## src/pkg/cotr_consts.vh

```
// Operation
// [RULE1] each trim register keeps a 12-bit unsigned correction in bits 11-0
// [RULE2] core zero uses its second-input trim on second input, first on first
// [RULE3] core one uses one trim per input, matching the sampled input
// [RULE4] after reset each field holds factory trim; software reads and overwrites it
// [RULE5] software never writes trims while foreground calibration runs
// [RULE6] software never writes trims while both background enables are set
// [RULE7] offset cal on, background offset off: read only after foreground done
// [RULE8] both background enables set: read only while calibration is stopped
// [RULE9] core two uses its first-input trim while sampling the first input
// [RULE10] software writes zero to bits 15-12 and ignores their read value
//
// Purpose: constants of the core offset trim register bank
// Assumes: byte addresses as printed, one 16-bit register per pair of bytes
// Notes:   none
`ifndef COTR_CONSTS_VH
`define COTR_CONSTS_VH
`define COTR_ADDR_W        12
`define COTR_DATA_W        16
`define COTR_TRIM_W        12
`define COTR_TRIM_MSB      11
`define COTR_OFS_C0_IN1    12'h08A
`define COTR_OFS_C0_IN2    12'h08C
`define COTR_OFS_C1_IN1    12'h08E
`define COTR_OFS_C1_IN2    12'h090
`define COTR_OFS_C2_IN1    12'h092
`define COTR_OFS_STATUS    12'h0A0
`define COTR_STAT_WR_BLOCK 0
`define COTR_STAT_RD_OK    1
`define COTR_STAT_WR_ERR   2
`define COTR_STAT_RD_ERR   3
`define COTR_NUM_REGS      5
`endif

```

## src/design/cotr_regs.v

```verilog
// Purpose: offset trim register bank with per-core, per-input trim selection
// Assumes: inputs synchronous to clock_i; factory trims are static inputs
// Notes:   access hazards are flagged in a status word, not blocked
//
// Added by the designer: the plain strobed port.
`timescale 1ns/1ps
`include "cotr_consts.vh"

module cotr_regs #(
  parameter NUM_REGS = `COTR_NUM_REGS
) (
  input  wire                             clock_i,          // 125 MHz clock
  input  wire                             srst_i,           // sync reset, active high
  input  wire [`COTR_ADDR_W-1:0]          addr_i,           // register byte address
  input  wire [`COTR_DATA_W-1:0]          wdata_i,          // write data
  input  wire                             wr_i,             // write strobe
  input  wire                             rd_i,             // read strobe
  output reg  [`COTR_DATA_W-1:0]          rdata_o,          // read data, cycle after rd_i
  input  wire [NUM_REGS*`COTR_TRIM_W-1:0] factory_trim_i,   // factory trims, one slot per register
  input  wire                             fg_cal_running_i, // foreground calibration underway
  input  wire                             bg_cal_en_i,      // background calibration enable
  input  wire                             bg_os_cal_en_i,   // background offset calibration enable
  input  wire                             os_cal_en_i,      // offset calibration enable
  input  wire                             foreground_done_flag_i,        // foreground done flag
  input  wire                             calibration_stopped_flag_i,    // calibration stopped flag
  input  wire                             c0_sel_in2_i,     // core zero samples second input
  input  wire                             c1_sel_in2_i,     // core one samples second input
  output reg  [`COTR_TRIM_W-1:0]          c0_trim_o,        // trim applied to core zero
  output reg  [`COTR_TRIM_W-1:0]          c1_trim_o,        // trim applied to core one
  output reg  [`COTR_TRIM_W-1:0]          c2_trim_o         // trim applied to core two
);

  // widths of the bus word and of the correction field
  localparam DATA_W     = `COTR_DATA_W;
  localparam TRIM_W     = `COTR_TRIM_W;
  localparam PAD_W      = DATA_W - TRIM_W;
  localparam STAT_PAD_W = DATA_W - 4;

  // slot order, shared by the bank and by factory_trim_i
  localparam IDX_C0_IN1 = 0;
  localparam IDX_C0_IN2 = 1;
  localparam IDX_C1_IN1 = 2;
  localparam IDX_C1_IN2 = 3;
  localparam IDX_C2_IN1 = 4;

  // address decode
  reg  [NUM_REGS-1:0]        hit;
  wire                       trim_hit;
  wire                       status_hit;
  wire [NUM_REGS-1:0]        wr_en;
  wire                       trim_wr;
  wire                       trim_rd;
  wire                       status_wr;
  wire                       status_rd;

  // calibration state as software sees it
  wire                       bg_os_active;
  wire                       fg_os_mode;
  wire                       wr_block;
  wire                       rd_ok;

  // sticky hazard flags
  wire                       wr_err_set;
  wire                       wr_err_clr;
  wire                       rd_err_set;
  wire                       rd_err_clr;
  reg                        wr_err_d;
  reg                        rd_err_d;
  reg                        wr_err_q;
  reg                        rd_err_q;

  // stored trims, flattened for the muxes
  wire [NUM_REGS*TRIM_W-1:0] trim_flat;
  wire [TRIM_W-1:0]          trim_c0_in1;
  wire [TRIM_W-1:0]          trim_c0_in2;
  wire [TRIM_W-1:0]          trim_c1_in1;
  wire [TRIM_W-1:0]          trim_c1_in2;
  wire [TRIM_W-1:0]          trim_c2_in1;

  // read path
  reg  [TRIM_W-1:0]          trim_rd_sel;
  wire [DATA_W-1:0]          status_word;
  reg  [DATA_W-1:0]          rdata_d;
  integer                    k;

  // applied trims
  reg  [TRIM_W-1:0]          c0_trim_d;
  reg  [TRIM_W-1:0]          c1_trim_d;
  reg  [TRIM_W-1:0]          c2_trim_d;

  // one-hot decode; odd byte addresses and gaps
  // match nothing, so they read zero and ignore writes
  always @* begin
    hit = {NUM_REGS{1'b0}};
    case (addr_i)
      `COTR_OFS_C0_IN1: hit[IDX_C0_IN1] = 1'b1;
      `COTR_OFS_C0_IN2: hit[IDX_C0_IN2] = 1'b1;
      `COTR_OFS_C1_IN1: hit[IDX_C1_IN1] = 1'b1;
      `COTR_OFS_C1_IN2: hit[IDX_C1_IN2] = 1'b1;
      `COTR_OFS_C2_IN1: hit[IDX_C2_IN1] = 1'b1;
      default:          hit = {NUM_REGS{1'b0}};
    endcase
  end

  assign trim_hit   = |hit;
  assign status_hit = (addr_i == `COTR_OFS_STATUS);

  // access kinds, one per strobe and target
  assign trim_wr   = wr_i & trim_hit;
  assign trim_rd   = rd_i & trim_hit;
  assign status_wr = wr_i & status_hit;
  assign status_rd = rd_i & status_hit;

  // writes land even in a hazard window;
  // the sticky flag tells software it broke the protocol
  assign wr_en = hit & {NUM_REGS{wr_i}};

  // [RULE6] [RULE8] background offset loop
  assign bg_os_active = bg_cal_en_i & bg_os_cal_en_i;

  // [RULE7] foreground offset mode
  assign fg_os_mode = os_cal_en_i & ~bg_os_cal_en_i;

  // [RULE5] [RULE6] write hazard window
  assign wr_block = fg_cal_running_i | bg_os_active;

  // [RULE7] [RULE8] read safety window
  // outside both modes the values are static, so reads are safe
  assign rd_ok = bg_os_active ? calibration_stopped_flag_i :
                 fg_os_mode   ? foreground_done_flag_i     : 1'b1;

  // hazard events and write-one clears
  assign wr_err_set = trim_wr & wr_block;
  assign rd_err_set = trim_rd & ~rd_ok;
  assign wr_err_clr = status_wr & wdata_i[`COTR_STAT_WR_ERR];
  assign rd_err_clr = status_wr & wdata_i[`COTR_STAT_RD_ERR];

  // a new hazard in the clearing cycle wins,
  // so software never loses an event it has not yet seen
  always @* begin
    wr_err_d = wr_err_q;
    if (wr_err_set) begin
      wr_err_d = 1'b1;
    end else if (wr_err_clr) begin
      wr_err_d = 1'b0;
    end
  end

  always @* begin
    rd_err_d = rd_err_q;
    if (rd_err_set) begin
      rd_err_d = 1'b1;
    end else if (rd_err_clr) begin
      rd_err_d = 1'b0;
    end
  end

  always @(posedge clock_i) begin
    if (srst_i) begin
      wr_err_q <= 1'b0;
      rd_err_q <= 1'b0;
    end else begin
      wr_err_q <= wr_err_d;
      rd_err_q <= rd_err_d;
    end
  end

  // one storage slot per register; the reserved
  // upper bits are not stored and read back as zero
  genvar g;
  generate
    for (g = 0; g < NUM_REGS; g = g + 1) begin : g_trim
      reg [TRIM_W-1:0] value_q;
      always @(posedge clock_i) begin
        // [RULE4] factory value at reset
        if (srst_i) begin
          value_q <= factory_trim_i[g*TRIM_W +: TRIM_W];
        // [RULE1] twelve-bit field only
        end else if (wr_en[g]) begin
          value_q <= wdata_i[TRIM_W-1:0];
        end
      end
      assign trim_flat[g*TRIM_W +: TRIM_W] = value_q;
    end
  endgenerate

  // named slots for the datapath muxes
  assign trim_c0_in1 = trim_flat[IDX_C0_IN1*TRIM_W +: TRIM_W];
  assign trim_c0_in2 = trim_flat[IDX_C0_IN2*TRIM_W +: TRIM_W];
  assign trim_c1_in1 = trim_flat[IDX_C1_IN1*TRIM_W +: TRIM_W];
  assign trim_c1_in2 = trim_flat[IDX_C1_IN2*TRIM_W +: TRIM_W];
  assign trim_c2_in1 = trim_flat[IDX_C2_IN1*TRIM_W +: TRIM_W];

  // [RULE4] read back stored slot
  always @* begin
    trim_rd_sel = {TRIM_W{1'b0}};
    for (k = 0; k < NUM_REGS; k = k + 1) begin
      if (hit[k]) begin
        trim_rd_sel = trim_flat[k*TRIM_W +: TRIM_W];
      end
    end
  end

  // live windows in the low bits, sticky errors above
  assign status_word = {{STAT_PAD_W{1'b0}}, rd_err_q, wr_err_q, rd_ok, wr_block};

  // read data stand one cycle only; idle cycles return zero
  always @* begin
    rdata_d = {DATA_W{1'b0}};
    if (trim_rd) begin
      rdata_d = {{PAD_W{1'b0}}, trim_rd_sel};
    end else if (status_rd) begin
      rdata_d = status_word;
    end
  end

  always @(posedge clock_i) begin
    if (srst_i) begin
      rdata_o <= {DATA_W{1'b0}};
    end else begin
      rdata_o <= rdata_d;
    end
  end

  // [RULE2] core zero input select
  always @* begin
    case (c0_sel_in2_i)
      1'b1:    c0_trim_d = trim_c0_in2;
      default: c0_trim_d = trim_c0_in1;
    endcase
  end

  // [RULE3] core one input select
  always @* begin
    case (c1_sel_in2_i)
      1'b1:    c1_trim_d = trim_c1_in2;
      default: c1_trim_d = trim_c1_in1;
    endcase
  end

  // [RULE9] core two first input
  // only the first-input slot of core two lives in this bank
  always @* begin
    c2_trim_d = trim_c2_in1;
  end

  // registered trims keep the datapath free of decode glitches,
  // at the cost of one cycle from select change to applied value
  always @(posedge clock_i) begin
    if (srst_i) begin
      c0_trim_o <= {TRIM_W{1'b0}};
    end else begin
      c0_trim_o <= c0_trim_d;
    end
  end

  always @(posedge clock_i) begin
    if (srst_i) begin
      c1_trim_o <= {TRIM_W{1'b0}};
    end else begin
      c1_trim_o <= c1_trim_d;
    end
  end

  always @(posedge clock_i) begin
    if (srst_i) begin
      c2_trim_o <= {TRIM_W{1'b0}};
    end else begin
      c2_trim_o <= c2_trim_d;
    end
  end

  // select inputs are levels from the sampling sequencer;
  // they may change every cycle and need no qualification here

  // calibration inputs are levels too; the status word
  // shows their live state, the sticky bits their history

  // no access is ever stalled: rdata_o answers exactly
  // one cycle after rd_i, whatever the calibration state

endmodule // cotr_regs

```

## config.mk

```make
export PLATFORM = sky130hd
export DESIGN_NAME = cotr_regs
export DESIGN_NICKNAME = d
export VERILOG_FILES = /design/src/design/cotr_regs.v
export VERILOG_INCLUDE_DIRS = /design/src /design/src/pkg
export SDC_FILE = /design/constraint.sdc
export NUM_CORES = 1
export LEC_CHECK = 0
export BUFFER_PORTS_ARGS = -buffer_cell sky130_fd_sc_hd__buf_2
export CAP_MARGIN = 0
export CORE_MARGIN = 10
export CORE_UTILIZATION = 51
export DETAILED_ROUTE_END_ITERATION = 8
export PLACE_DENSITY = 0.8
export SLEW_MARGIN = 10
export SYNTH_ARGS = -nofsm -noshare
export SYNTH_HDL_FRONTEND = slang
export SYNTH_SLANG_ARGS = --single-unit
```

## constraint.sdc

```tcl
create_clock -name clock_i -period 3.02 [get_ports clock_i]
set_clock_uncertainty 0.1 [all_clocks]
set_input_delay 0.906 -clock clock_i [delete_from_list [all_inputs] [get_ports clock_i]]
set_output_delay 0.906 -clock clock_i [all_outputs]
set_load 0.005 [all_outputs]
```

==> results.toml <==
[clock_network]
clk_pin_slew_worst_paths_ns = 0.09
clockBufferDepth = 2
cts_buf_count = 9
cts_resized = 0
cts_tree = "yes"
postCtsSetupRepairBufs = 0
cts_root_buffer = "sky130_fd_sc_hd__clkbuf_8"
post_cts_hold_buffer_count = 0
clk-insertion-delay-late_ns = 0.36
cts-htree-levels = 3
cts_num_sinks = 110

[synth]
synth_seq_cells = 110
netlist-cell-type-count = 47
postSynth.topFlopCell = "sky130_fd_sc_hd__edfxtp_1"
post_synthesis_sequential_area_ratio_pct = 59.9
number_of_enable_type_register_cells_in_the_synthesized_netlist = 60
top_count_cell_post_synth = "sky130_fd_sc_hd__nand2_1"
synth_top_cell_by_area = "sky130_fd_sc_hd__edfxtp_1"
synth-warning-count = 0
synth_cells = 435
muxShareOfSynthArea_pct = 8.02
post-synth-top-area-fraction_pct = 38.5
async_reset_ff_share_pct = 0
synthAdderAreaFrac_pct = 0
synth_xor_area_share_pct = 0
post_synth_and_or_nand_nor_area_fraction_pct = 20.7
post_synth_main_area_contributors = "sky130_fd_sc_hd__edfxtp_1 39%, sky130_fd_sc_hd__dfxtp_1 21%, sky130_fd_sc_hd__nand2_1 9.9%"
synthesis.area_um2 = 4680
synth_commonest_cells = "124 x sky130_fd_sc_hd__nand2_1, 60 x sky130_fd_sc_hd__edfxtp_1, 50 x sky130_fd_sc_hd__dfxtp_1, 37 x sky130_fd_sc_hd__nor2_1, 24 x sky130_fd_sc_hd__mux2i_1"
largest_family_of_logic_cells_by_synthesized_area = "simple AND/OR/NAND/NOR gates"
post_synth.cell_area_avg_um2 = 10.8
synth_compound_gate_area_share_pct = 8.05

[grt]
grt_pass1_wl_um = 18700
initial_antenna_violation_count = 0
gr-total-overflow = 0
grt.total_usage_pct = 17.8
grt_max_degree = 54
first_global_vias = 3654

[setup_path]
cp_top_family = "compound AO/OA/AOI/OAI gates"
critical_path_required_ns = 3.15
worst-setup-path-type = "in -> reg"
timing.rr.start = "g_trim[2].value_q[2]"
worstPathCellList = "buf_2 -> nor4b_4 -> nand2_2 -> mux2_2 -> a222oi_1 -> o21ai_0"
worstSetupStartpointType = "primary input"
rr_endpoint = "rdata_o[2]"
worstSetupEndpointType = "flop"
critical_path.max_fanout = 12
setup.reg_to_reg.worst_slack_ns = 1.43
cpPeakStageDelay_ns = 0.49
critPathArrivalTime_ns = 2.71
worstPathBufferInverterCount = 1
reg2reg_depth = 3
cp_slowest_cell = "sky130_fd_sc_hd__a222oi_1"

[power]
total_power_mw = 2.97
power.density_nw_per_um2 = 520
power.leakage_nw = 2.69
ir_worst_vdd_v = 0.000223

[outcome]
outcome = "complete, no violations"

[detailed_routing]
drcViolationCount = 0
violation_count_after_the_first_detailed_routing_iteration = 374
drtAntennaViolNets = 0
route.vias.total = 3709
drt-pass1-iter-count = 9
wire_per_inst_um = 17.8
post_drt_via_cell_ratio = 5.34
finalWirelength_um = 12400

[placed_design]
placedInstanceArea_um2 = 5530
gp_congestion = 0.871
port_bufs = 143
detailedPlacementHpwl_um = 10000

[worst_hold_path]
worst_hold_path_startpoint = "rd_err_q"
hp-class = "reg -> reg"
timing.hold.worst_endpoint = "rdata_o[3]"
min_path_cells = 2

[sta]
worst_slew_margin_rel_pct = 65.6
finalHoldViolations = 0
tightest_slew_ns = 0.512
setup_viol = 0
setup_total_negative_slack_ns = 0
final_min_period_over_clock_period_pct = 85.5
max_clock_freq_mhz = 387
grt_setup_unrepaired = "no"
slew_viol_final = 0
fin_hold_ws_ns = 0.386
layout_min_cycle_time_ns = 2.58

[final_layout]
n_fill_cell = 712
syn_to_final_growth_pct = 22.2
final_core_utilization_pct = 65.0
design.final.nets = 682
antenna_cells_inserted = 0
post_route_cells_drive_above_1_share_pct = 32.7
final_cell_area_um2 = 5720

[floorplanning]
row_count = 34
dieArea_um2 = 13400
coreArea_um2 = 8810
design.portCount = 152
start_util_pct = 53.1
die_x_um = 116
floorplan.die.height_um = 116

[run]
cap_viol_max_count = 0
==> sequential cells by signal, indices dropped and copies added (netlist names) <==
signal          cells
c2_trim_d          12
rd_err_q            1
rdata_o            12
c2_trim_o          12
c1_trim_o          12
wr_err_q            1
c0_trim_o          12
g_trim.value_q     48
==> where the power goes <==
part           internal, mW  switching (mW)
clock                 0.389           0.479
combinational         0.161           0.190
sequential             1.71          0.0506
total                  2.26           0.719
==> how the worst max path moves through the flow <==
stage              start                   end  slack, ns  cells past startpoint
6_report       addr_i[1]            rdata_o[2]       0.44                      6
5_1_grt        addr_i[1]            rdata_o[1]       0.37                      6
4_1_cts        addr_i[1]            rdata_o[2]       0.54                      6
3_5_place_dp   addr_i[1]            rdata_o[2]       0.16                      6
3_3_place_gp   addr_i[1]            rdata_o[2]       0.23                      6
2_1_floorplan  addr_i[9]  g_trim[3].value_q[0]       0.23                      4
==> tightest hold or removal path: stages, from the launching register on <==
cell and delay (ns):
sky130_fd_sc_hd__dfxtp_1 0.31, sky130_fd_sc_hd__inv_1 0.06, sky130_fd_sc_hd__o22ai_1 0.08
==> per-stage QoR <==
stage | setup WS [ns] | cells
floorplan | 0.226 | 438
global placement | 0.227 | 679
detailed placement | 0.161 | 679
CTS | 0.543 | 695
global route | 0.366 | 695
finish | 0.438 | 695
==> final cells by class <==
cell class              count  area (um2)  share of cell area (%)
multi-input cells         297        1740                    30.3
clock buffers              11         131                    2.30
flip-flops and latches    110        2800                    49.0
well taps                 108         135                    2.36
inverters                   5        18.8                   0.328
clock inverters             5        58.8                    1.03
repair buffers            159         838                    14.7
==> cell families (layout without fill, tap and decap cells) <==
family	Yosys count	after routing
compound gates	45	45
buf+inv	31	180
flops	110	110
mux	34	34
other cells	1	4
simple gates	214	214
==> placed cells by master (no fill, tap or decap), types with 4 or more instances in the layout <==
cell type,synthesis,layout
sky130_fd_sc_hd__mux2_4,6,6
sky130_fd_sc_hd__buf_4,5,17
sky130_fd_sc_hd__dfxtp_1,50,50
sky130_fd_sc_hd__o21ai_0,6,6
sky130_fd_sc_hd__conb_1,1,4
sky130_fd_sc_hd__a222oi_1,10,10
sky130_fd_sc_hd__nor3_1,4,4
sky130_fd_sc_hd__nand2_1,124,124
sky130_fd_sc_hd__nor2_1,37,37
sky130_fd_sc_hd__mux2i_1,24,24
sky130_fd_sc_hd__buf_2,2,142
sky130_fd_sc_hd__inv_1,5,5
sky130_fd_sc_hd__mux2_2,4,4
sky130_fd_sc_hd__nand2b_1,13,13
sky130_fd_sc_hd__clkbuf_8,0,9
sky130_fd_sc_hd__edfxtp_1,60,60
sky130_fd_sc_hd__nor2b_1,17,17
sky130_fd_sc_hd__a22o_1,7,7
==> layer usage <==
layer,up-vias,track usage (%),routed length [um]
met5,-,0,0
met4,0,5.75,202
met3,23,4.50,1160
met2,182,29.4,6000
met1,1711,22.4,5020
li1,1793,-,-
Power figures use the tool's default switching activity.
